**src/rtl/sss_pkg.sv**
```systemverilog
/*
  shared constants and types of the serial step sequencer.
  assumes a 200 MHz core clock and an external byte-wide UART on the link side.
*/
// ==========================================================
// package
package sss_pkg;
  // clock rate and 1 ms tick
  localparam int unsigned CLK_MHZ = 200;
  localparam int unsigned TICK_US = 1000;
  localparam int unsigned TICK_CYC = TICK_US * CLK_MHZ;
  // supervision limit, the same figure for all three timers
  localparam int unsigned TMO_S = 3;
  localparam int unsigned TMO_TICKS = TMO_S * 1000000 / TICK_US;
  // sequence identity and step limits
  localparam logic [9:0] SEQ_NO = 10'h384;
  localparam logic [3:0] RETRY_RST = 4'h3;
  localparam logic [3:0] RETRY_MAX = 4'h9;
  localparam logic [3:0] MAX_STEP = 4'hF;
  // fixed trigger text, first character in the top byte
  localparam logic [55:0] TRIG_MSG = 56'h54524947474552;
  localparam logic [2:0] TRIG_LAST = 3'h6;
  localparam logic [7:0] CHR_CR = 8'h0D;
  localparam logic [7:0] CHR_LF = 8'h0A;
  // register offsets
  localparam logic [7:0] A_CTRL = 8'h00;
  localparam logic [7:0] A_CFG = 8'h04;
  localparam logic [7:0] A_STAT = 8'h08;
  localparam logic [7:0] A_IRQ_ST = 8'h0C;
  localparam logic [7:0] A_IRQ_CLR = 8'h10;
  localparam logic [7:0] A_IRQ_EN = 8'h14;
  localparam logic [7:0] A_SEQ = 8'h18;
  // interrupt bit positions
  localparam int IRQ_DONE = 0;
  localparam int IRQ_ERR = 1;
  localparam int IRQ_TMO = 2;
  localparam int IRQ_W = 3;
  localparam int CFG_W = 16;
  // ==========================================================
  // types
  typedef enum logic [2:0] {ACT_END, ACT_NEXT, ACT_ABORT, ACT_GOTO, ACT_MATRIX} sss_act_t;
  typedef enum logic [1:0] {CMD_SEND_RECV, CMD_SEND, CMD_RECV} sss_cmd_t;
  typedef enum logic [2:0] {ST_IDLE, ST_SEND, ST_RXWAIT, ST_RXDATA} sss_state_t;
  // step configuration, bit layout of the cfg register
  typedef struct packed {
    sss_cmd_t cmd;
    logic [3:0] goto_step;
    sss_act_t err_act;
    sss_act_t next_act;
    logic [3:0] retry;
  } sss_cfg_t;
  localparam sss_cfg_t CFG_RST = '{cmd: CMD_SEND_RECV, goto_step: 4'h0,
    err_act: ACT_ABORT, next_act: ACT_END, retry: RETRY_RST};
  // register port request
  typedef struct packed {
    logic wr;
    logic rd;
    logic [7:0] addr;
    logic [31:0] wdata;
  } sss_req_t;
  // one byte with its valid flag
  typedef struct packed {
    logic valid;
    logic [7:0] data;
  } sss_byte_t;
endpackage : sss_pkg

```
**src/rtl/sss_seq_top.sv**
```systemverilog
/*
  serial step sequencer: sends the trigger text, collects the CR LF ended
  result, supervises with three timers, retries and applies step actions.
  assumes a byte UART outside with valid/ready on transmit and a one-cycle
  valid per received byte; register port strobes are one cycle long.
*/
// Function
// - one step pairs send and receive message
// - receive-wait timer bounds wait for first byte
// - receive timer bounds whole message reception
// - send timer bounds first to last byte
// - failed step retried up to retry count
// - retries only for send-and-receive command
// - next action on success, error action on failure
// - end action finishes sequence, normally after success, abnormally after failure
// - next action advances to following step
// - abort action stops sequence, reports abnormal end
// - goto action jumps to configured step
// - matrix action picks path from matched case
// - send message is fixed text TRIGGER
`timescale 1ns/1ps
// ==========================================================
// top
module sss_seq_top #(
  parameter int unsigned P_TICK_CYC = sss_pkg::TICK_CYC,
  parameter int unsigned P_TMO_TICKS = sss_pkg::TMO_TICKS
) (
  input logic i_core_clk,
  input logic i_arst_n,
  input sss_pkg::sss_req_t i_req,
  output logic [31:0] o_rdata,
  output sss_pkg::sss_byte_t o_tx,
  input logic i_tx_ready,
  input sss_pkg::sss_byte_t i_rx,
  output sss_pkg::sss_byte_t o_res,
  output logic o_res_end,
  output logic o_irq
);
  import sss_pkg::*;

  // ==========================================================
  // state
  typedef struct packed {
    sss_state_t st; // sequencer phase
    sss_cfg_t cfg; // step configuration
    logic [3:0] step; // current step number
    logic [3:0] retry_left; // retries still allowed
    logic [2:0] idx; // trigger character index
    logic cr_seen; // last byte was CR
    logic rearm; // holds timers clear for one cycle
    logic busy; // sequence running
    logic done; // normal end
    logic err; // abnormal end
    sss_byte_t tx; // byte offered to the UART
    sss_byte_t res; // received byte passed on
    logic res_end; // terminator seen
    logic [IRQ_W-1:0] irq_st; // sticky events
    logic [IRQ_W-1:0] irq_en; // event enables
    logic [31:0] rdata; // read answer
    logic irq; // interrupt level
  } sss_seq_st_t;
  sss_seq_st_t q, d;

  logic tick; // 1 ms enable
  logic exp_fs; // send timer expired
  logic exp_tr; // receive-wait timer expired
  logic exp_fr; // receive timer expired
  logic tmo; // timeout of the live phase
  logic rx_act; // byte taken by the sequencer
  logic rx_term; // byte closes the result

  // ==========================================================
  // helpers
  // character idx of the trigger text
  function automatic logic [7:0] trig_byte(input logic [2:0] idx);
    logic [55:0] sh;
    sh = TRIG_MSG << {idx, 3'h0};
    return sh[55:48];
  endfunction : trig_byte

  // register read decode
  function automatic logic [31:0] rd_mux(input sss_seq_st_t s, input logic [7:0] a);
    logic [31:0] r;
    r = 32'h0;
    if (a == A_CFG) begin
      r = {16'h0, s.cfg};
    end else if (a == A_STAT) begin
      r = {20'h0, s.retry_left, s.step, 1'b0, s.err, s.done, s.busy};
    end else if (a == A_IRQ_ST) begin
      r = {29'h0, s.irq_st};
    end else if (a == A_IRQ_EN) begin
      r = {29'h0, s.irq_en};
    end else if (a == A_SEQ) begin
      r = {22'h0, SEQ_NO};
    end
    return r;
  endfunction : rd_mux

  // start the current step afresh; the rearm cycle restarts its timer
  function automatic sss_seq_st_t begin_step(input sss_seq_st_t s);
    s.idx = 3'h0;
    s.cr_seen = 1'b0;
    s.rearm = 1'b1;
    if (s.cfg.cmd == CMD_RECV) begin
      s.st = ST_RXWAIT;
      s.tx.valid = 1'b0;
    end else begin
      s.st = ST_SEND;
      s.tx.valid = 1'b1;
      s.tx.data = trig_byte(3'h0);
    end
    return s;
  endfunction : begin_step

  // end of the sequence, normal or abnormal
  function automatic sss_seq_st_t halt(input sss_seq_st_t s, input logic ok);
    s.st = ST_IDLE;
    s.tx.valid = 1'b0;
    s.busy = 1'b0;
    s.done = ok;
    s.err = !ok;
    return s;
  endfunction : halt

  // move to a new step with a full retry budget
  function automatic sss_seq_st_t goto_step(input sss_seq_st_t s, input logic [3:0] n);
    s.step = n;
    s.retry_left = s.cfg.retry;
    return begin_step(s);
  endfunction : goto_step

  // carry out a step action; ok tells success from error
  function automatic sss_seq_st_t finish(input sss_seq_st_t s, input sss_act_t a,
                                         input logic ok);
    sss_act_t act;
    act = a;
    // one receive message only: it is case 0, anything else is the other case
    if (a == ACT_MATRIX) begin
      act = ok ? ACT_NEXT : ACT_ABORT;
    end
    case (act)
      ACT_END: begin
        s = halt(s, ok);
      end
      ACT_NEXT: begin
        if (s.step == MAX_STEP) begin
          s = halt(s, ok);
        end else begin
          s = goto_step(s, s.step + 4'h1);
        end
      end
      ACT_GOTO: begin
        s = goto_step(s, s.cfg.goto_step);
      end
      default: begin
        s = halt(s, 1'b0);
      end
    endcase
    return s;
  endfunction : finish

  // failed step: retry while allowed, else the error action
  function automatic sss_seq_st_t fail_step(input sss_seq_st_t s);
    if (s.cfg.cmd == CMD_SEND_RECV && s.retry_left != 4'h0) begin
      s.retry_left = s.retry_left - 4'h1;
      s = begin_step(s);
    end else begin
      s = finish(s, s.cfg.err_act, 1'b0);
    end
    return s;
  endfunction : fail_step

  // ==========================================================
  // timers
  sss_tick_div #(.P_DIV(P_TICK_CYC)) u_tick (
    .i_core_clk(i_core_clk),
    .i_arst_n(i_arst_n),
    .o_tick(tick)
  );

  // send: first byte offered to last byte taken
  sss_sup_tmr #(.P_LIMIT(P_TMO_TICKS)) u_tfs (
    .i_core_clk(i_core_clk),
    .i_arst_n(i_arst_n),
    .i_run(q.st == ST_SEND && !q.rearm),
    .i_tick(tick),
    .o_expired(exp_fs)
  );

  // wait before the first received byte
  sss_sup_tmr #(.P_LIMIT(P_TMO_TICKS)) u_tr (
    .i_core_clk(i_core_clk),
    .i_arst_n(i_arst_n),
    .i_run(q.st == ST_RXWAIT && !q.rearm),
    .i_tick(tick),
    .o_expired(exp_tr)
  );

  // first received byte to terminator
  sss_sup_tmr #(.P_LIMIT(P_TMO_TICKS)) u_tfr (
    .i_core_clk(i_core_clk),
    .i_arst_n(i_arst_n),
    .i_run(q.st == ST_RXDATA && !q.rearm),
    .i_tick(tick),
    .o_expired(exp_fr)
  );

  // a pulse only counts in the phase that armed it
  assign tmo = (exp_fs && q.st == ST_SEND) || (exp_tr && q.st == ST_RXWAIT) ||
               (exp_fr && q.st == ST_RXDATA);
  assign rx_act = i_rx.valid && !tmo && (q.st == ST_RXWAIT || q.st == ST_RXDATA);
  // the partner closes every result with CR LF
  assign rx_term = rx_act && q.cr_seen && i_rx.data == CHR_LF;

  // ==========================================================
  // next state
  always_comb begin
    logic [IRQ_W-1:0] ev;
    ev = '0;
    d = q;
    d.res.valid = 1'b0;
    d.res_end = 1'b0;
    d.rearm = 1'b0;
    d.rdata = 32'h0;
    // register writes
    if (i_req.wr) begin
      if (i_req.addr == A_CTRL) begin
        // start is ignored while a sequence runs
        if (i_req.wdata[0] && !q.busy) begin
          d.busy = 1'b1;
          d.done = 1'b0;
          d.err = 1'b0;
          d = goto_step(d, 4'h0);
        end
      end else if (i_req.addr == A_CFG) begin
        d.cfg = sss_cfg_t'(i_req.wdata[CFG_W-1:0]);
        if (d.cfg.retry > RETRY_MAX) begin
          d.cfg.retry = RETRY_MAX;
        end
      end else if (i_req.addr == A_IRQ_CLR) begin
        d.irq_st = q.irq_st & ~i_req.wdata[IRQ_W-1:0];
      end else if (i_req.addr == A_IRQ_EN) begin
        d.irq_en = i_req.wdata[IRQ_W-1:0];
      end
    end
    // read answer stands for the next cycle only
    if (i_req.rd) begin
      d.rdata = rd_mux(q, i_req.addr);
    end
    // sequencer
    case (q.st)
      ST_SEND: begin
        if (tmo) begin
          d = fail_step(d);
        end else if (q.tx.valid && i_tx_ready) begin
          if (q.idx == TRIG_LAST) begin
            d.tx.valid = 1'b0;
            if (q.cfg.cmd == CMD_SEND) begin
              d = finish(d, q.cfg.next_act, 1'b1);
            end else begin
              d.st = ST_RXWAIT;
            end
          end else begin
            d.idx = q.idx + 3'h1;
            d.tx.data = trig_byte(d.idx);
          end
        end
      end
      ST_RXWAIT, ST_RXDATA: begin
        if (tmo) begin
          d = fail_step(d);
        end else if (rx_act) begin
          d.st = ST_RXDATA;
          d.res.valid = 1'b1;
          d.res.data = i_rx.data;
          d.cr_seen = (i_rx.data == CHR_CR);
          if (rx_term) begin
            d.res_end = 1'b1;
            d = finish(d, q.cfg.next_act, 1'b1);
          end
        end
      end
      default: begin
        // idle: bytes from the partner are dropped
      end
    endcase
    // events set after any clear, so a same-cycle event survives
    ev[IRQ_DONE] = d.done && !q.done;
    ev[IRQ_ERR] = d.err && !q.err;
    ev[IRQ_TMO] = tmo;
    d.irq_st = d.irq_st | ev;
    d.irq = |(d.irq_st & d.irq_en);
  end

  // ==========================================================
  // state register
  always_ff @(posedge i_core_clk or negedge i_arst_n) begin
    if (!i_arst_n) begin
      q <= '0;
      q.cfg <= CFG_RST;
    end else begin
      q <= d;
    end
  end

  assign o_rdata = q.rdata;
  assign o_tx = q.tx;
  assign o_res = q.res;
  assign o_res_end = q.res_end;
  assign o_irq = q.irq;
endmodule : sss_seq_top

```
**src/rtl/sss_sup_tmr.sv**
```systemverilog
/*
  supervision timer: counts ticks while i_run is high, pulses o_expired once.
  assumes i_tick is a one-cycle enable; dropping i_run rearms the timer.
*/
`timescale 1ns/1ps
// ==========================================================
// supervision timer
module sss_sup_tmr #(
  parameter int unsigned P_LIMIT = 3000
) (
  input logic i_core_clk,
  input logic i_arst_n,
  input logic i_run,
  input logic i_tick,
  output logic o_expired
);
  import sss_pkg::*;
  typedef struct packed {
    logic [31:0] cnt; // whole ticks seen
    logic fired; // holds off a second pulse
    logic exp; // registered expiry pulse
  } sss_tmr_st_t;
  sss_tmr_st_t q, d;

  // tick phase is free, so expiry lands up to one tick early
  always_comb begin
    d = q;
    d.exp = 1'b0;
    if (!i_run) begin
      d.cnt = 32'h0;
      d.fired = 1'b0;
    end else if (i_tick && !q.fired) begin
      if (q.cnt == 32'(P_LIMIT - 1)) begin
        d.fired = 1'b1;
        d.exp = 1'b1;
      end else begin
        d.cnt = q.cnt + 32'h1;
      end
    end
  end

  // state register
  always_ff @(posedge i_core_clk or negedge i_arst_n) begin
    if (!i_arst_n) begin
      q <= '0;
    end else begin
      q <= d;
    end
  end

  assign o_expired = q.exp;
endmodule : sss_sup_tmr

```
**src/rtl/sss_tick_div.sv**
```systemverilog
/*
  divider that makes a one-cycle enable pulse every P_DIV clocks.
  assumes a free running clock and P_DIV of at least 2.
*/
`timescale 1ns/1ps
// ==========================================================
// tick divider
module sss_tick_div #(
  parameter int unsigned P_DIV = 200000
) (
  input logic i_core_clk,
  input logic i_arst_n,
  output logic o_tick
);
  import sss_pkg::*;
  typedef struct packed {
    logic [31:0] cnt; // cycles in the current period
    logic tick; // registered enable
  } sss_div_st_t;
  sss_div_st_t q, d;

  // count up and wrap, pulse on wrap
  always_comb begin
    d = q;
    d.tick = 1'b0;
    if (q.cnt == 32'(P_DIV - 1)) begin
      d.cnt = 32'h0;
      d.tick = 1'b1;
    end else begin
      d.cnt = q.cnt + 32'h1;
    end
  end

  // state register
  always_ff @(posedge i_core_clk or negedge i_arst_n) begin
    if (!i_arst_n) begin
      q <= '0;
    end else begin
      q <= d;
    end
  end

  assign o_tick = q.tick;
endmodule : sss_tick_div

```
**config.mk**
```make
export PLATFORM = sky130hd
export DESIGN_NAME = sss_seq_top
export DESIGN_NICKNAME = d
export VERILOG_FILES = /design/src/rtl/sss_pkg.sv /design/src/rtl/sss_seq_top.sv /design/src/rtl/sss_sup_tmr.sv /design/src/rtl/sss_tick_div.sv
export SDC_FILE = /design/constraint.sdc
export NUM_CORES = 1
export LEC_CHECK = 0
export ABC_CLOCK_PERIOD_IN_PS = 4500
export BUFFER_PORTS_ARGS = -buffer_cell sky130_fd_sc_hd__buf_2
export CAP_MARGIN = 10
export CORE_MARGIN = 3
export CORE_UTILIZATION = 50
export CTS_CLUSTER_SIZE = 14
export DETAILED_ROUTE_END_ITERATION = 10
export PLACE_DENSITY = 0.68
export SYNTH_ARGS = -nofsm -noshare
export SYNTH_HDL_FRONTEND = slang
export SYNTH_SLANG_ARGS = --single-unit
```
**constraint.sdc**
```tcl
create_clock -name i_core_clk -period 4.5 [get_ports i_core_clk]
set_clock_uncertainty 0.1 [all_clocks]
set_input_delay 0.45 -clock i_core_clk [delete_from_list [all_inputs] [get_ports i_core_clk]]
set_output_delay 0.45 -clock i_core_clk [all_outputs]
set_load 0.01 [all_outputs]
```
==> metrics.cfg <==
[worst_setup_path]
rrSetupSlack_ns = 1.07
path_class = input pin to register
crit_path_start_kind = input pin
critPathRequiredTime_ns = 4.79
endpoint_kind = register
path_cells = buf_2 > or4_4 > or4_4 > nand2_1 > inv_1 > ha_1 > and3_1 > nand4_2 > nand2_2 > o211ai_1 > and4_1 > o21ai_1
path_common_cell = or4_4
critPathSlowestCell = or4_4
crit_fanout = 18
crit_arrival_ns = 3.84
cpPeakStageDelay_ns = 0.69

[drt]
drc = 0
vias = 9693
postRouteAntennaNets = 0
wl_mm = 27.4
post_drt_wl_per_cell_um = 16.3
vias_per_cell = 5.76
drt_iter0_markers = 756
drt_pass1_iterations = 5

[pwr]
p_leak_nw = 5.70
power_density_mw_per_mm2 = 355
ir_drop_mv = 0.263

[timing]
post-route-min-period_ns = 3.55
slew_headroom = 0.348
finalCritPeriodShare = 0.790
rsz0062_at_grt = false
max_freq_ghz = 0.281
fin_ws_ns = 0.947
hold_violations = 0
tns_ns = 0
setup_viol = 0
worst_pin_slew_ns = 0.971
slew_violations = 0

[finish]
fin_nets = 1410
diodes = 0
stdcell_count = 1683
drive_gt1_frac = 0.139
stdcell_area_mm2 = 0.0133
area_growth_pct = 10.6
fillCellCount = 2113

[logic_synthesis]
synthFlopType = dfrtp_1
syn-cell-area_mm2 = 0.0120
yosysWarnings = 0
postSynthCellCount = 1313
yosys-top-cells-area = dfrtp_1 (44%), nor2_1 (4.6%), xor2_1 (3.8%)
yosysTopAreaCellShare = 0.436
synth_area_per_cell_um2 = 9.14
ys_types = 81
ys_ff_latch = 212
synthArstFlopShare = 1.00
yosysSeqAreaShare = 0.442
synth_top_cell_by_area = dfrtp_1
synth_edf_count = 0

[clock_network]
cts.path.max_buffers = 3
post_cts_resized = 0
clk_pin_slew_worst_paths_ns = 0.06
htree_levels = 1
cts_tree = done
cts_setup_buffers = 0
clock_latency_ns = 0.51
cts_buffers = 25
holdBufCountCts = 1
cts.sinks = 212
root_buffer = clkbuf_16

[placement]
placed_area_mm2 = 0.0124
gp_congestion = 0.910
place_inst = 1637
post-place-ws_ns = 0.453
io_buffer_count = 73
dpl.hpwl_mm = 19.0

[floorplan]
initial_utilization = 0.510
die_area_mm2 = 0.0259
die_x_um = 161
ioPinCount = 106
die_h_um = 161
fp-row-count = 56
core_area_mm2 = 0.0235

[global_routing]
grt_first_pass_wirelength_mm = 46.3
grt_usage = 0.211
grt_overflow = 0
first_global_vias = 9252
grt_max_degree = 123
antenna_found_initial = 0

[min_path]
holdCritPathClass = input pin to register

[run]
cap_violations = 0

[run_status]
status = finished, final reports clean

==> where the power goes <==
part           switching [W]  internal (W)  total [W]  leakage, nW
Clock               0.000793       0.00137    0.00216        0.434
Combinational       0.000339      0.000191   0.000531         2.34
Sequential         0.0000595       0.00196    0.00202         2.93
Total                0.00119       0.00352    0.00471         5.70
==> registers in the layout (all words and copies together), names as in the netlist, 9 cells and up <==
signal and flops:
q 41, o_tx 9, u_tick.q 32, u_tr.q 33
o_res 9, u_tfr.q 33, o_rdata 16, u_tfs.q 33
==> metrics by stage <==
| step | hold WS [ns] | utilization | total power (W) |
|---|---|---|---|
| 2_1_floorplan | 0.0544 | - | 0.00244 |
| 3_3_place_gp | 0.356 | 0.525 | 0.00257 |
| 3_5_place_dp | 0.367 | 0.525 | 0.00258 |
| 4_1_cts | 0.0532 | 0.564 | 0.00476 |
| 5_1_grt | 0.0637 | 0.564 | 0.00492 |
| 6_report | 0.0702 | 0.564 | 0.00471 |
==> cell families (layout without fill, tap and decap cells) <==
logic type                 count (synthesis)  count (layout)  share of synthesized area
DFF                                      212             212                      0.442
adders and majority gates                 10              10                     0.0104
xor gates and xnor gates                  99              99                     0.0723
other                                      1              16                   0.000313
buffers and inverters                    135             171                     0.0600
and+or+nand+nor                          582             582                      0.250
muxes                                     44              44                     0.0398
AOI/OAI and AO/OA                        230             230                      0.125
==> cells in the mapped netlist (7+ instances only) <==
library cell	instances
a211oi_1	8
clkbuf_1	37
dfrtp_1	209
and3_1	29
o21ai_1	8
xor2_1	52
or2_2	8
ha_1	10
nor2b_1	17
nand4_1	43
nor2_1	147
nand2b_1	16
a21oi_1	64
o21ai_0	57
nand2_1	118
xnor2_1	47
buf_4	50
o22ai_1	10
o211ai_1	7
inv_1	39
and2_1	10
mux2_2	27
nor3_1	34
or3_1	25
and4_1	12
nor4_1	30
nand3_1	58
mux2i_1	16
a22oi_1	9
nor4b_1	9
==> worst max-delay path, delay by kind of cell <==
family          cells  cell delay, ns
buf+inv             2            0.21
simple gates        7            2.47
compound gates      2            0.46
fa+ha+maj           1            0.24
==> placed cells by master, fill, tap and decap left out, types with 7 or more instances in the layout <==
cell type / netlist / routed
inv_1: 39 / 39
or2_2: 8 / 8
nand2_1: 118 / 118
nand2b_1: 16 / 16
nor2b_1: 17 / 17
xor2_1: 52 / 52
conb_1: 1 / 16
o21ai_1: 8 / 8
or3_1: 25 / 25
o211ai_1: 7 / 7
mux2_2: 27 / 27
dfrtp_1: 209 / 209
ha_1: 10 / 10
and4_1: 12 / 12
a211oi_1: 8 / 8
o21ai_0: 57 / 57
and3_1: 29 / 29
mux2i_1: 16 / 16
nand3_1: 58 / 58
a21oi_1: 64 / 63
nor3_1: 34 / 34
nand4_1: 43 / 43
nor2_1: 147 / 147
clkbuf_16: 0 / 25
a22oi_1: 9 / 9
xnor2_1: 47 / 47
nor4b_1: 9 / 9
o22ai_1: 10 / 10
buf_2: 2 / 72
buf_4: 50 / 12
and2_1: 10 / 10
nor4_1: 30 / 30
==> routing by layer <==
layer / vias to the layer above / wire length [µm] / GRT usage
met5: - / 0 / 0
met4: 0 / 678 / 0.0587
met3: 48 / 1450 / 0.0286
met2: 282 / 12400 / 0.333
met1: 4657 / 12900 / 0.307
li1: 4706 / - / -
==> final timing paths <==
kind | startpoint | depth (start not counted) | endpoint
setup reg to reg | q[60] | 10 | o_tx[6]
hold reg to reg | u_tick.q[32] | 1 | u_tick.q[32]
hold / removal | i_req[6] | 2 | q[80]
min in group asynchronous | i_arst_n | 2 | o_rdata[1]
setup / recovery | i_req[36] | 12 | o_tx[0]
max in group asynchronous | i_arst_n | 3 | u_tfr.q[30]
==> final cells by class <==
cell class	instances	area [µm²]	area share
clock buffer	31	688	0.0519
inverter	39	146	0.0110
tap	319	399	0.0301
sequential	212	5310	0.400
timing repair buffer	87	495	0.0373
clock inverter	14	203	0.0153
multi-input combinational	981	6030	0.454
No activity file was read; power rests on OpenSTA's default activity.
